**src/sfcr_pkg.sv**
```systemverilog
// package: opcodes, status layout, phase counts and timing of the flash front end
package sfcr_pkg;
  // ------------------------------------------------------------------
  // command opcodes
  // ------------------------------------------------------------------
  localparam logic [7:0] OP_WRITE_ENABLE = 8'h06;
  localparam logic [7:0] OP_WRITE_DISABLE = 8'h04;
  localparam logic [7:0] OP_READ_STATUS = 8'h05;
  localparam logic [7:0] OP_WRITE_STATUS = 8'h01;
  localparam logic [7:0] OP_READ = 8'h03;
  localparam logic [7:0] OP_FAST_READ = 8'h0B;
  localparam logic [7:0] OP_DUAL_OUT_READ = 8'h3B;
  localparam logic [7:0] OP_DUAL_IO_READ = 8'hBB;
  // ------------------------------------------------------------------
  // status register layout
  // ------------------------------------------------------------------
  localparam int unsigned BUSY_BIT = 0;
  localparam int unsigned WEL_BIT = 1;
  localparam int unsigned LOCK_BIT = 7;
  localparam logic [7:0] NV_MASK = 8'hBC;   // lock, top/bottom, protect range
  localparam logic [7:0] NV_RESET = 8'h00;  // factory state of the writable bits
  // ------------------------------------------------------------------
  // frame phase lengths, counted in link clock rising edges
  // ------------------------------------------------------------------
  localparam logic [4:0] OPC_LAST = 5'h07;
  localparam logic [4:0] ADDR_LAST_SINGLE = 5'h17;
  localparam logic [4:0] ADDR_LAST_DUAL = 5'h0B;
  localparam logic [4:0] MODE_LAST = 5'h03;
  localparam logic [4:0] DUMMY_LAST = 5'h07;
  localparam logic [4:0] WSR_BITS = 5'h08;
  localparam logic [4:0] CNT_SAT = 5'h1F;
  localparam logic [1:0] CONT_KEEP = 2'h2;
  localparam logic [15:0] CONT_EXIT = 16'hFFFF;
  localparam logic [7:0] UNDERRUN_BYTE = 8'hFF;
  // ------------------------------------------------------------------
  // widths and timing
  // ------------------------------------------------------------------
  localparam int unsigned ADDR_W = 24;
  localparam int unsigned FIFO_WIDTH = 8;
  localparam int unsigned FIFO_DEPTH = 8;
  localparam int unsigned CLK_PERIOD_NS = 8;
  localparam int unsigned WSR_TIME_US = 10000;
  // ------------------------------------------------------------------
  // frame states
  // ------------------------------------------------------------------
  typedef enum logic [3:0] {
    ST_IDLE, ST_OPC, ST_ADDR, ST_MODE, ST_DUMMY, ST_DATA, ST_STAT, ST_WSR, ST_IGNORE
  } sfcr_state_type;
endpackage

```
**src/sfcr_top.sv**
```systemverilog
// serial flash command front end: frame decoder, status register and read data path
// ------------------------------------------------------------------
// Overview of operation
// - opcode 06h sets the write enable latch
// - writes refused while the latch is zero
// - opcode 04h clears the write enable latch
// - latch clears at reset and write completion
// - 05h shifts status out MSB first, falling edges
// - status read accepted even while busy
// - status byte repeats until chip select rises
// - 01h plus one byte, needs latch set
// - status write touches bits 7,5,4,3,2 only
// - status write discarded unless exactly eight bits
// - self-timed write cycle, then clear busy, latch
// - lock bit plus low protect pin blocks writes
// - 03h plus 24-bit address, data MSB first
// - address increments per byte until frame ends
// - read while busy is ignored
// - 0Bh adds eight ignored dummy clocks
// - 3Bh outputs two bits per clock
// - BBh takes address and mode bits dual
// - mode select 10 skips next opcode
// - other mode select returns to opcode decoding
// - low mode nibble ignored; host tristates lines
// - even bits on low line, odd high
// - sixteen ones leave continuous read mode
// - while busy only status read is honoured
// ------------------------------------------------------------------
`timescale 1ns/1ps

// ------------------------------------------------------------------
// read data buffer between array and output shifter
// ------------------------------------------------------------------
module sfcr_fifo #(
  parameter int unsigned WIDTH = 8,
  parameter int unsigned DEPTH = 8
) (
  // clock, reset, enable
  input wire logic clk_sys_i,
  input wire logic rst_i,
  input wire logic ce_i,
  input wire logic flush_i,
  // fill side
  input wire logic in_valid_i,
  input wire logic [WIDTH-1:0] in_data_i,
  output logic in_ready_o,
  // drain side
  output logic out_valid_o,
  output logic [WIDTH-1:0] out_data_o,
  input wire logic out_ready_i
);
  localparam int unsigned PW = $clog2(DEPTH);
  logic [WIDTH-1:0] store [DEPTH];  // word storage, no reset needed
  logic [PW-1:0] wptr, rptr, next_wptr, next_rptr;
  logic [PW:0] level, next_level;
  logic room, next_room;  // registered so ready comes from a flop
  logic avail, next_avail;
  logic push, pull;

  // pointer and level update; flush wins over both sides
  always_comb begin
    push = in_valid_i & room;
    pull = out_ready_i & avail;
    next_wptr = push ? wptr + 1'b1 : wptr;
    next_rptr = pull ? rptr + 1'b1 : rptr;
    next_level = level + (PW+1)'(push) - (PW+1)'(pull);
    if (flush_i) begin
      next_wptr = '0;
      next_rptr = '0;
      next_level = '0;
    end
    next_room = next_level != (PW+1)'(DEPTH);
    next_avail = next_level != '0;
  end

  // state registers
  always_ff @(posedge clk_sys_i or posedge rst_i) begin
    if (rst_i) begin
      wptr <= '0;
      rptr <= '0;
      level <= '0;
      room <= 1'b1;
      avail <= 1'b0;
    end else if (ce_i) begin
      wptr <= next_wptr;
      rptr <= next_rptr;
      level <= next_level;
      room <= next_room;
      avail <= next_avail;
    end
  end

  // storage write
  always_ff @(posedge clk_sys_i) begin
    if (ce_i && push && !flush_i) begin
      store[wptr] <= in_data_i;
    end
  end

  assign in_ready_o = room;
  assign out_valid_o = avail;
  assign out_data_o = store[rptr];
endmodule

// ------------------------------------------------------------------
// top: frame decoder behind the serial pins
// ------------------------------------------------------------------
module sfcr_top #(
  parameter int unsigned WSR_CYCLES = sfcr_pkg::WSR_TIME_US * 1000 / sfcr_pkg::CLK_PERIOD_NS
) (
  // clock, reset, enable
  input wire logic clk_sys_i,
  input wire logic rst_i,
  input wire logic ce_i,
  // serial pins
  input wire logic spi_cs_n_i,
  input wire logic spi_clk_i,
  input wire logic write_protect_n_i,
  input wire logic dual_line_low_i,
  output logic dual_line_low_o,
  output logic dual_line_low_oe_o,
  input wire logic dual_line_high_i,
  output logic dual_line_high_o,
  output logic dual_line_high_oe_o,
  // program/erase engine
  input wire logic engine_busy_i,
  input wire logic engine_done_i,
  // array read port
  output logic mem_rd_o,
  output logic [sfcr_pkg::ADDR_W-1:0] mem_addr_o,
  input wire logic [sfcr_pkg::FIFO_WIDTH-1:0] mem_rdata_i,
  input wire logic mem_rvalid_i,
  output logic mem_ready_o
);
  import sfcr_pkg::*;

  // ------------------------------------------------------------------
  // helpers
  // ------------------------------------------------------------------
  // shift one or two line bits into the capture register
  function automatic logic [23:0] shift_in(logic [23:0] v, logic dual, logic hi, logic lo);
    shift_in = dual ? {v[21:0], hi, lo} : {v[22:0], lo};
  endfunction

  // live status byte
  function automatic logic [7:0] status_of(logic [7:0] nvb, logic latch, logic busy);
    status_of = nvb & NV_MASK;
    status_of[WEL_BIT] = latch;
    status_of[BUSY_BIT] = busy;
  endfunction

  // ------------------------------------------------------------------
  // pin synchronisers: {wp, high, low, clk, cs}
  // ------------------------------------------------------------------
  logic [4:0] sync1, sync2, next_sync1, next_sync2;
  logic sck_d, next_sck_d;  // edge finder reads stage two only

  // next values of the sampling chain
  always_comb begin
    next_sync1 = {write_protect_n_i, dual_line_high_i, dual_line_low_i, spi_clk_i, spi_cs_n_i};
    next_sync2 = sync1;
    next_sck_d = sync2[1];
  end

  // sampling chain registers; link clock resets to its idle low level
  // so that no false edge is seen right after reset
  always_ff @(posedge clk_sys_i or posedge rst_i) begin
    if (rst_i) begin
      sync1 <= 5'h1D;
      sync2 <= 5'h1D;
      sck_d <= 1'b0;
    end else if (ce_i) begin
      sync1 <= next_sync1;
      sync2 <= next_sync2;
      sck_d <= next_sck_d;
    end
  end

  logic cs_hi, rise, fall, d0, d1, wp_n;
  assign cs_hi = sync2[0];
  assign rise = sync2[1] & ~sck_d;  // data lines share the clock's latency
  assign fall = ~sync2[1] & sck_d;
  assign d0 = sync2[2];
  assign d1 = sync2[3];
  assign wp_n = sync2[4];

  // ------------------------------------------------------------------
  // frame state
  // ------------------------------------------------------------------
  sfcr_state_type st, next_st;
  logic [4:0] cnt, next_cnt;  // rising edges in the current phase
  logic [23:0] sh, next_sh;  // opcode, address and data capture
  logic [5:0] mb, next_mb;  // mode bits collected so far
  logic dual_in, next_dual_in, dual_out, next_dual_out;
  logic dummy, next_dummy;
  logic cont, next_cont;  // continuous read armed
  logic cont_frame, next_cont_frame;  // this frame started without opcode
  logic write_enable_latch, next_wel;
  logic [7:0] nv, next_nv;  // writable status bits
  logic wbusy, next_wbusy;
  logic [31:0] wtimer, next_wtimer;
  logic [7:0] wdata, next_wdata;
  logic [7:0] tx, next_tx;  // output shifter
  logic [2:0] txcnt, next_txcnt;
  logic out_hi, next_out_hi, out_lo, next_out_lo;
  logic oe_hi, next_oe_hi, oe_lo, next_oe_lo;
  logic fetch_on, next_fetch_on;
  logic [23:0] addr, next_addr;
  logic mem_rd, next_mem_rd;
  logic [23:0] mem_addr, next_mem_addr;
  logic pend, next_pend;  // one array read in flight

  logic busy_any, pop, flush, f_room, f_valid;
  logic [7:0] f_data, op, byte_v;
  logic [23:0] sh_in;
  logic [7:0] mb_in;

  assign busy_any = wbusy | engine_busy_i;
  assign sh_in = shift_in(sh, dual_in & (st == ST_ADDR), d1, d0);
  assign op = sh_in[7:0];
  assign mb_in = {mb, d1, d0};

  // next values for the frame decoder and status register
  always_comb begin
    next_st = st;
    next_cnt = cnt;
    next_sh = sh;
    next_mb = mb;
    next_dual_in = dual_in;
    next_dual_out = dual_out;
    next_dummy = dummy;
    next_cont = cont;
    next_cont_frame = cont_frame;
    next_wel = write_enable_latch;
    next_nv = nv;
    next_wbusy = wbusy;
    next_wtimer = wtimer;
    next_wdata = wdata;
    next_tx = tx;
    next_txcnt = txcnt;
    next_out_hi = out_hi;
    next_out_lo = out_lo;
    next_oe_hi = oe_hi;
    next_oe_lo = oe_lo;
    next_fetch_on = fetch_on;
    next_addr = addr;
    next_mem_rd = 1'b0;
    next_mem_addr = mem_addr;
    next_pend = pend;
    pop = 1'b0;
    flush = 1'b0;
    byte_v = UNDERRUN_BYTE;
    // self-timed status write; only the writable bits land
    if (wbusy) begin
      if (wtimer == 32'(WSR_CYCLES - 1)) begin
        next_wbusy = 1'b0;
        next_nv = wdata & NV_MASK;
        next_wel = 1'b0;
      end else begin
        next_wtimer = wtimer + 32'h1;
      end
    end
    // program or erase finished behind us
    if (engine_done_i) begin
      next_wel = 1'b0;
    end
    // prefetch one byte at a time while the buffer has room
    if (fetch_on && !pend && f_room) begin
      next_mem_rd = 1'b1;
      next_mem_addr = addr;
      next_addr = addr + 24'h1;
      next_pend = 1'b1;
    end
    if (mem_rvalid_i && f_room) begin
      next_pend = 1'b0;
    end
    if (cs_hi) begin
      // frame end: a status write commits only on a whole byte
      if (st == ST_WSR && cnt == WSR_BITS) begin
        next_wbusy = 1'b1;
        next_wtimer = 32'h0;
        next_wdata = sh[7:0];
      end
      if (st != ST_IDLE) begin
        flush = 1'b1;
      end
      next_st = ST_IDLE;
      next_oe_hi = 1'b0;
      next_oe_lo = 1'b0;
      next_fetch_on = 1'b0;
      next_cont_frame = 1'b0;
    end else if (st == ST_IDLE) begin
      // frame start; armed continuous mode skips the opcode
      next_cnt = 5'h00;
      next_txcnt = 3'h0;
      next_st = ST_OPC;
      if (cont) begin
        next_st = busy_any ? ST_IGNORE : ST_ADDR;
        next_dual_in = 1'b1;
        next_dual_out = 1'b1;
        next_dummy = 1'b0;
        next_cont_frame = 1'b1;
      end
    end else if (rise) begin
      case (st)
        ST_OPC: begin
          next_sh = sh_in;
          next_cnt = cnt + 5'h01;
          if (cnt == OPC_LAST) begin
            next_cnt = 5'h00;
            next_st = ST_IGNORE;
            next_dual_in = 1'b0;
            next_dual_out = 1'b0;
            next_dummy = 1'b0;
            if (busy_any && op != OP_READ_STATUS) begin
              next_st = ST_IGNORE;
            end else begin
              case (op)
                OP_WRITE_ENABLE: next_wel = 1'b1;
                OP_WRITE_DISABLE: next_wel = 1'b0;
                OP_READ_STATUS: next_st = ST_STAT;
                OP_WRITE_STATUS: begin
                  // lock bit makes the protect pin count
                  if (write_enable_latch && !(nv[LOCK_BIT] && !wp_n)) begin
                    next_st = ST_WSR;
                  end
                end
                OP_READ: next_st = ST_ADDR;
                OP_FAST_READ: begin
                  next_st = ST_ADDR;
                  next_dummy = 1'b1;
                end
                OP_DUAL_OUT_READ: begin
                  next_st = ST_ADDR;
                  next_dummy = 1'b1;
                  next_dual_out = 1'b1;
                end
                OP_DUAL_IO_READ: begin
                  next_st = ST_ADDR;
                  next_dual_in = 1'b1;
                  next_dual_out = 1'b1;
                end
                default: next_st = ST_IGNORE;
              endcase
            end
          end
        end
        ST_ADDR: begin
          next_sh = sh_in;
          next_cnt = cnt + 5'h01;
          if (cont_frame && cnt == OPC_LAST && sh_in[15:0] == CONT_EXIT) begin
            next_cont = 1'b0;
            next_st = ST_IGNORE;
          end else if (cnt == (dual_in ? ADDR_LAST_DUAL : ADDR_LAST_SINGLE)) begin
            next_cnt = 5'h00;
            next_addr = sh_in;
            next_fetch_on = 1'b1;  // fetch overlaps mode and dummy clocks
            next_st = dual_in ? ST_MODE : (dummy ? ST_DUMMY : ST_DATA);
          end
        end
        ST_MODE: begin
          next_mb = mb_in[5:0];
          next_cnt = cnt + 5'h01;
          if (cnt == MODE_LAST) begin
            // only bits 5:4 matter; the low nibble is ignored
            next_cont = mb_in[5:4] == CONT_KEEP;
            next_st = ST_DATA;
          end
        end
        ST_DUMMY: begin
          next_cnt = cnt + 5'h01;  // line values ignored
          if (cnt == DUMMY_LAST) begin
            next_st = ST_DATA;
          end
        end
        ST_WSR: begin
          next_sh = sh_in;
          if (cnt != CNT_SAT) begin
            next_cnt = cnt + 5'h01;
          end
        end
        default: next_st = st;
      endcase
    end else if (fall) begin
      case (st)
        ST_STAT: begin
          // status reloads live at each byte boundary
          next_oe_hi = 1'b1;
          if (txcnt == 3'h0) begin
            byte_v = status_of(nv, write_enable_latch, busy_any);
            next_out_hi = byte_v[7];
            next_tx = {byte_v[6:0], 1'b0};
            next_txcnt = 3'h7;
          end else begin
            next_out_hi = tx[7];
            next_tx = {tx[6:0], 1'b0};
            next_txcnt = txcnt - 3'h1;
          end
        end
        ST_DATA: begin
          // an empty buffer sends ones; the array must keep up
          next_oe_hi = 1'b1;
          next_oe_lo = dual_out;
          if (txcnt == 3'h0) begin
            pop = f_valid;
            if (f_valid) begin
              byte_v = f_data;
            end
            next_out_hi = byte_v[7];
            next_out_lo = byte_v[6];
            next_tx = dual_out ? {byte_v[5:0], 2'h0} : {byte_v[6:0], 1'b0};
            next_txcnt = dual_out ? 3'h3 : 3'h7;
          end else begin
            next_out_hi = tx[7];
            next_out_lo = tx[6];
            next_tx = dual_out ? {tx[5:0], 2'h0} : {tx[6:0], 1'b0};
            next_txcnt = txcnt - 3'h1;
          end
        end
        default: next_st = st;
      endcase
    end
  end

  // frame and status registers
  always_ff @(posedge clk_sys_i or posedge rst_i) begin
    if (rst_i) begin
      st <= ST_IDLE;
      cnt <= 5'h00;
      sh <= 24'h000000;
      mb <= 6'h00;
      dual_in <= 1'b0;
      dual_out <= 1'b0;
      dummy <= 1'b0;
      cont <= 1'b0;
      cont_frame <= 1'b0;
      write_enable_latch <= 1'b0;
      nv <= NV_RESET;
      wbusy <= 1'b0;
      wtimer <= 32'h0;
      wdata <= 8'h00;
      tx <= 8'h00;
      txcnt <= 3'h0;
      out_hi <= 1'b0;
      out_lo <= 1'b0;
      oe_hi <= 1'b0;
      oe_lo <= 1'b0;
      fetch_on <= 1'b0;
      addr <= 24'h000000;
      mem_rd <= 1'b0;
      mem_addr <= 24'h000000;
      pend <= 1'b0;
    end else if (ce_i) begin
      st <= next_st;
      cnt <= next_cnt;
      sh <= next_sh;
      mb <= next_mb;
      dual_in <= next_dual_in;
      dual_out <= next_dual_out;
      dummy <= next_dummy;
      cont <= next_cont;
      cont_frame <= next_cont_frame;
      write_enable_latch <= next_wel;
      nv <= next_nv;
      wbusy <= next_wbusy;
      wtimer <= next_wtimer;
      wdata <= next_wdata;
      tx <= next_tx;
      txcnt <= next_txcnt;
      out_hi <= next_out_hi;
      out_lo <= next_out_lo;
      oe_hi <= next_oe_hi;
      oe_lo <= next_oe_lo;
      fetch_on <= next_fetch_on;
      addr <= next_addr;
      mem_rd <= next_mem_rd;
      mem_addr <= next_mem_addr;
      pend <= next_pend;
    end
  end

  // ------------------------------------------------------------------
  // read buffer; late answers after a frame are taken and dropped
  // ------------------------------------------------------------------
  sfcr_fifo #(
    .WIDTH(FIFO_WIDTH),
    .DEPTH(FIFO_DEPTH)
  ) sfcr_fifo_i (
    .clk_sys_i(clk_sys_i),
    .rst_i(rst_i),
    .ce_i(ce_i),
    .flush_i(flush),
    .in_valid_i(mem_rvalid_i & fetch_on),
    .in_data_i(mem_rdata_i),
    .in_ready_o(f_room),
    .out_valid_o(f_valid),
    .out_data_o(f_data),
    .out_ready_i(pop)
  );

  assign dual_line_high_o = out_hi;
  assign dual_line_high_oe_o = oe_hi;
  assign dual_line_low_o = out_lo;
  assign dual_line_low_oe_o = oe_lo;
  assign mem_rd_o = mem_rd;
  assign mem_addr_o = mem_addr;
  assign mem_ready_o = f_room;
endmodule

```
**config.mk**
```make
export PLATFORM = sky130hd
export DESIGN_NAME = sfcr_top
export DESIGN_NICKNAME = d
export VERILOG_FILES = /design/src/sfcr_pkg.sv /design/src/sfcr_top.sv
export SDC_FILE = /design/constraint.sdc
export NUM_CORES = 1
export LEC_CHECK = 0
export BUFFER_PORTS_ARGS = -buffer_cell sky130_fd_sc_hd__buf_4
export CAP_MARGIN = 5
export CORE_MARGIN = 4
export CORE_UTILIZATION = 35
export CTS_CLUSTER_SIZE = 25
export DETAILED_ROUTE_END_ITERATION = 16
export GPL_ROUTABILITY_DRIVEN = 0
export GPL_TIMING_DRIVEN = 0
export PLACE_DENSITY = 0.59
export RECOVER_POWER = 25
export SLEW_MARGIN = 20
export SYNTH_ARGS = -nofsm -noshare
export SYNTH_HDL_FRONTEND = slang
export SYNTH_SLANG_ARGS = --single-unit
```
**constraint.sdc**
```tcl
create_clock -name clk_sys_i -period 6.9 [get_ports clk_sys_i]
set_input_delay 0.69 -clock clk_sys_i [delete_from_list [all_inputs] [get_ports clk_sys_i]]
set_output_delay 0.69 -clock clk_sys_i [all_outputs]
set_load 0.05 [all_outputs]
```
* After elaboration in Yosys (flattened, before gate mapping)
Memory sizes are Yosys's and may differ from the RTL's. Index checks and enable logic that the tools add are counted.
Storage, ports and cells: memory bits (writable) 64, memories 1, input bits 19, bits in registers 177, logic and storage cells 282, output and inout bits 30
Memories:
- sfcr_fifo_i.store | depth 8, bits a word 8, read ports 1, clocked after Yosys merged registers in 0, wr ports 1, line sfcr_top.sv:53 | logic [WIDTH-1:0] store [DEPTH];
Cells by class: mux-type cells 126, add/sub/neg operators 8, reduce and logical (&&, ||, !) cells 65, bitwise operators 12, equal/unequal tests 37
Operators with widths (number):
- 24-bit two-way mux | 8
- 32-bit two-way mux | 4
- 1-bit two-way mux | 70
- 4-bit two-way mux | 13
- 8-bit two-way mux | 5
- 5-bit two-way mux | 7
- 2-bit nonzero test | 17
- 3-bit two-way mux | 11
- 32-bit by 1-bit adder with 32-bit output, second input constant | 1
- 32-bit by 21-bit equality test with 1-bit output, second input constant | 1
- 5-bit AND reduction | 6
- 24-bit by 1-bit adder with 24-bit output, second input constant | 1
- 8-bit by 3-bit equality test with 1-bit output, second input constant | 3
- 6-bit AND reduction | 4
- 5-bit case mux with 4 select lines | 1
- 16-bit equality test, second input constant | 1
- 4-bit by 3-bit equality test with 1-bit output, second input constant | 4
- 4-bit inequality test, second input constant | 4
- 4-bit case mux with 4 select lines | 1
- 8-bit case mux with 2 select lines | 1
- 7-bit AND reduction | 2
- 4-bit case mux with 3 select lines | 1
- 1-bit logical AND | 11
- 2-bit inequality test, second input constant | 5
- 39 further kinds | 66

* Depth between registers and ports, before layout
word-level depth 12, depth in mapped cells 15, mapped depth without buffers 14

* Modules after synthesis
From an unflattened synthesis, not the netlist that was laid out.
Second synthesis, totals: cells, all modules 1127, area, all modules 11873.9 um^2
By module, submodules not included:
- sfcr_top | cells an instance 931, instances 1, area an instance 8640.8 um^2, sequential area each 4038.9 um^2
- sfcr_fifo | cells an instance 196, instances 1, area an instance 3233.1 um^2, sequential area each 2223.4 um^2

* Worst setup path before layout
No wires, ideal clock.
path type flip-flop to flip-flop, start register txcnt[0], end register sfcr_fifo_i.avail, in the netlist sfcr_fifo_i.out_valid_o, data required time 6.779 ns, buffers on the path 1, setup slack 3.977 ns, cell stages (with the launch flop) 15, arrival time 2.802 ns, period minus slack after synthesis 2.923 ns, setup time 0.121 ns, path through dfrtp_1 > inv_1 > ha_1 > nor2b_1 > clkbuf_1 > nand3_1 > nor2_1 > ha_1 > inv_1 > ha_1 > fa_1 > o31ai_1 > nand2_1 > o21ai_0 > nand2_1
On the way: word-level cells in the longest chain between the ends 11
RTL lines:
- from (decl) | line sfcr_top.sv:204 | logic [2:0] txcnt, next_txcnt;
- from (signal assigned) | line sfcr_top.sv:469 | txcnt <= next_txcnt;
- 3-bit zero test | line sfcr_top.sv:404 | if (txcnt == 3'h0) begin
- 1-bit two-way mux | line sfcr_top.sv:404
- 1-bit two-way mux | line sfcr_top.sv:385 | case (st)
- 1-bit two-way mux | line sfcr_top.sv:384 | end else if (fall) begin
- 1-bit two-way mux | line sfcr_top.sv:304 | end else if (rise) begin
- 1-bit two-way mux | line sfcr_top.sv:292 | end else if (st == ST_IDLE) begin
- 1-bit two-way mux | line sfcr_top.sv:277 | if (cs_hi) begin
- 1-bit bitwise AND | line sfcr_top.sv:63 | pull = out_ready_i & avail;
- 4-bit by 1-bit subtractor with 4-bit output | line sfcr_top.sv:66 | next_level = level + (PW+1)'(push) - (PW+1)'(pull);
- 4-bit two-way mux | line sfcr_top.sv:67 | if (flush_i) begin
- 4-bit nonzero test | line sfcr_top.sv:73 | next_avail = next_level != '0;
- to (signal assigned) | line sfcr_top.sv:89 | avail <= next_avail;
- to (decl) | line sfcr_top.sv:57 | logic avail, next_avail;
Every way passes these cells. A chain may end at the register's enable or synchronous reset.

* Worst setup path in the final report
start register st[0], end register sfcr_fifo_i.avail, in the netlist sfcr_fifo_i.out_valid_o
On the way: word-level cells in the longest chain between the ends 10, elaborated cells on any way between the ends 14, classes of those cells add/sub (1); eq/ne (1); mux (8); bitwise (1); reduce/logical (3)
RTL lines:
- from (decl) | line sfcr_top.sv:190 | sfcr_state_type st, next_st;
- from (signal assigned) | line sfcr_top.sv:454 | st <= next_st;
- 4-bit by 3-bit equality test with 1-bit output | line sfcr_top.sv:385
- 1-bit two-way mux | line sfcr_top.sv:385
- 1-bit two-way mux | line sfcr_top.sv:384
- 1-bit two-way mux | line sfcr_top.sv:304
- 1-bit two-way mux | line sfcr_top.sv:292
- 1-bit two-way mux | line sfcr_top.sv:277
- 1-bit bitwise AND | line sfcr_top.sv:63
- 4-bit by 1-bit subtractor with 4-bit output | line sfcr_top.sv:66
- 4-bit two-way mux (*) | line sfcr_top.sv:67
- 4-bit nonzero test (*) | line sfcr_top.sv:73
Mark *: on every way between the ends. The rest lies on a longest branch, timed or not.

==> results.txt <==
Clock Latency Late Sink: 0.54 ns
Place WS: 3.246 ns
FMAX: 270.0 MHz
WL/cell: 18.15 microns
metal3 WL: 1.881 mm
Synth-to-Final Area Change: 16.11%
vias: 9103
drt initial violations: 668
Cell Count, Final, Fillers Out: 1667
post-CTS sizing: 0
GRT Overall Usage: 16.58%
largest net degree at the start of global routing: 102
IO Pins: 49
CP max FO: 10
Pwr Total: 0.004625 W
Worst-Margin Slew: 3.349 ns
Yosys reg bits: 237
vias in the first global route: 9017
Yosys cell types: 87
Max-Cap Viols: 1
highest routed layer: met4
CTS buffer count: 28
clock tree from TritonCTS: done
Metal-1 WL: 14.28 mm
Tmin final: 3.704 ns
average size of a mapped cell: 10.63 sq um
Avg Vias per Cell: 5.461
routed wire length: 30.26 mm
H-Tree Depth: 1
die height: 192.2 microns
initial antenna violation count: 0
WS Path Type: reg -> reg
CTS root buf: clkbuf_16
total clock sinks: 237
PwrDens: 335.4 mW/mm^2
path type of the worst min-delay path: in -> reg
VDD IR max: 218.4 uV
drt first pass iters: 6
CTS Hold Bufs: 0
grt total ovfl: 0
Antenna Cells: 0
RSZ-0062 raised after global routing: false
Cells after Synth: 1117
Post-CTS Setup Bufs: 0
Syn Nets: 1150
startpoint types: flop
post-synthesis sequential area ratio: 52.72%
final instance area: 0.01379 sq mm
crit-path cells: buf_2 > nand4bb_1 > nor2_1 > nand3_1 > nor2_1 > ha_1 > inv_1 > ha_1 > fa_1 > o31ai_1 > nand2_1 > o21ai_0 > nand2_1
Synth Flop Type: dfrtp_1
crit path DAT: 4.12 ns
CP max-delay cell: dfrtp_1
DR WL met2: 13.32 mm
Worst Setup End Kind: flop
Final setup viols: 0
HPWL Detailed: 21.45 mm
max-slew violations: 73
die width: 192.2 microns
Initial Utilization: 35.43%
port bufs: 47
number of placement rows: 67
hold_ws: 0.3766 ns
final period utilization: 53.69%
first-pass GRT wire length: 49.31 mm
share of cells above drive strength 1: 17.06%
cell area after synthesis: 0.01188 sq mm
Placed Area: 0.01286 sq mm
Final Hold Viols: 0
P_leak: 5.610 nW
outcome: finished, violations left
worst rel slew slack: -124.5%
drt drc: 0
WP buf/inv: 2
Clock Skews: 0.01671 ns
number of flops mapped to enable cells by yosys: 64
Clock Path Buffers: 3
dpl cells: 1615
Nets: 1230
Ys Warns: 0
Crit path required time: 7.32 ns
DIE AREA: 0.03695 sq mm
failing checks: max-capacitance violations, max-slew violations
Reg clk slew, reported paths: 0.06 ns
CP top delay family: simple AND/OR/NAND/NOR gates
asr flop ratio synth: 73.00%
Routed Antenna Nets: 0
fin worst setup slack: 3.196 ns
Core ar.: 0.03353 sq mm
Crit path largest cell delay: 0.44 ns
## cell families (layout without fill, tap and decap cells)
group | Yosys count | count (layout) | share of synthesized area (%)
AOI/OAI and AO/OA | 232 | 232 | 12.33
xor gates and xnor gates | 36 | 36 | 2.654
adders and majority gates | 14 | 14 | 1.538
buffers and inverters | 99 | 201 | 3.571
DFF | 237 | 237 | 52.72
muxes | 92 | 92 | 10.02
and+or+nand+nor | 407 | 407 | 17.17
## synthesized netlist by cell type, drive strengths merged (9+ instances only)
master	number	share of area (%)
dfrtp	164	35
nand2	116	3.7
nor2	109	3.5
a21oi	72	3.0
edfxtp	64	16
o21ai	64	2.7
mux2	52	5.0
clkbuf	40	1.3
nand3	34	1.5
inv	30	0.95
buf	28	1.3
nor3	28	1.2
mux2i	24	2.0
a31oi	22	1.2
nand4	20	1.1
xor2	20	1.5
mux4	16	3.0
xnor2	16	1.2
ha	13	1.4
or3	13	0.68
and3	12	0.63
nor4	12	0.74
nand2b	11	0.58
dfstp	9	2.0
## sequential cells by signal, indices dropped and copies added, names as in the netlist, 3 cells and up
name,flops
addr,24
cnt,5
mb,4
mem_addr_o,24
next_sync2,5
nv,5
sfcr_fifo_i.level,4
sfcr_fifo_i.rptr,3
sfcr_fifo_i.store,64
sfcr_fifo_i.wptr,3
sh,23
st,4
sync2,5
tx,7
txcnt,3
wdata,5
wtimer,32
## per-layer routing
metal | global-route usage, % | up-vias
met1 | 24.49 | 4475
met3 | 3.090 | 61
met5 | 0 | -
li1 | - | 4270
met2 | 24.88 | 297
met4 | 4.909 | 0
## worst paths after layout
| check | from | end | slack, ns | depth (start not counted) |
|---|---|---|---|---|
| min in group asynchronous | rst_i | mem_addr_o[11] | 1.14 | 2 |
| max in group asynchronous | rst_i | wtimer[12] | 4.25 | 2 |
| hold reg to reg | txcnt[1] | txcnt[1] | 0.48 | 1 |
| hold / removal | mem_rvalid_i | pend | 0.38 | 2 |
| setup / recovery | st[0] | sfcr_fifo_i.out_valid_o | 3.20 | 13 |
| setup reg to reg | st[0] | sfcr_fifo_i.out_valid_o | 3.20 | 13 |
## cell usage in the layout, fill, tap and decap left out, types with 13 or more instances in the layout
| cell | instances |
|---|---|
| nand4_1 | 20 |
| xnor2_1 | 16 |
| nand3_1 | 33 |
| a31oi_1 | 22 |
| o21ai_0 | 63 |
| a21oi_1 | 72 |
| buf_4 | 42 |
| xor2_1 | 20 |
| edfxtp_1 | 64 |
| mux2i_1 | 24 |
| clkbuf_16 | 29 |
| mux2_2 | 51 |
| ha_1 | 13 |
| mux4_2 | 16 |
| nand2_1 | 116 |
| or3_1 | 13 |
| inv_1 | 29 |
| clkbuf_1 | 49 |
| buf_2 | 16 |
| dfrtp_1 | 164 |
| nor2_1 | 108 |
| nor3_1 | 25 |
## report_power, final
part / switching [W] / internal [W] / total, W
sequential: 0.000166 / 0.00163 / 0.00180
combinational: 0.000824 / 0.000493 / 0.00132
clock: 0.000574 / 0.000939 / 0.00151
total: 0.00156 / 0.00306 / 0.00463
## final cells by class
class	instances	area (sq um)
clock buffer	38	819.5
buffer	68	307.8
timing repair buffer	50	365.4
tap	448	560.5
fill	3315	19740
multi-input combinational	781	5211
sequential	237	6262
inverter	31	117.6
clock inverter	14	147.6
## stage by stage
stage / TNS [ns] / util [%]
after floorplan: 0 / -
after global placement: -112.51 / 38.15
after detailed placement: 0 / 38.35
after CTS: 0 / 41.24
after global routing: 0 / 41.13
final: 0 / 41.13
Note: power is estimated with default switching activity, not from simulation.
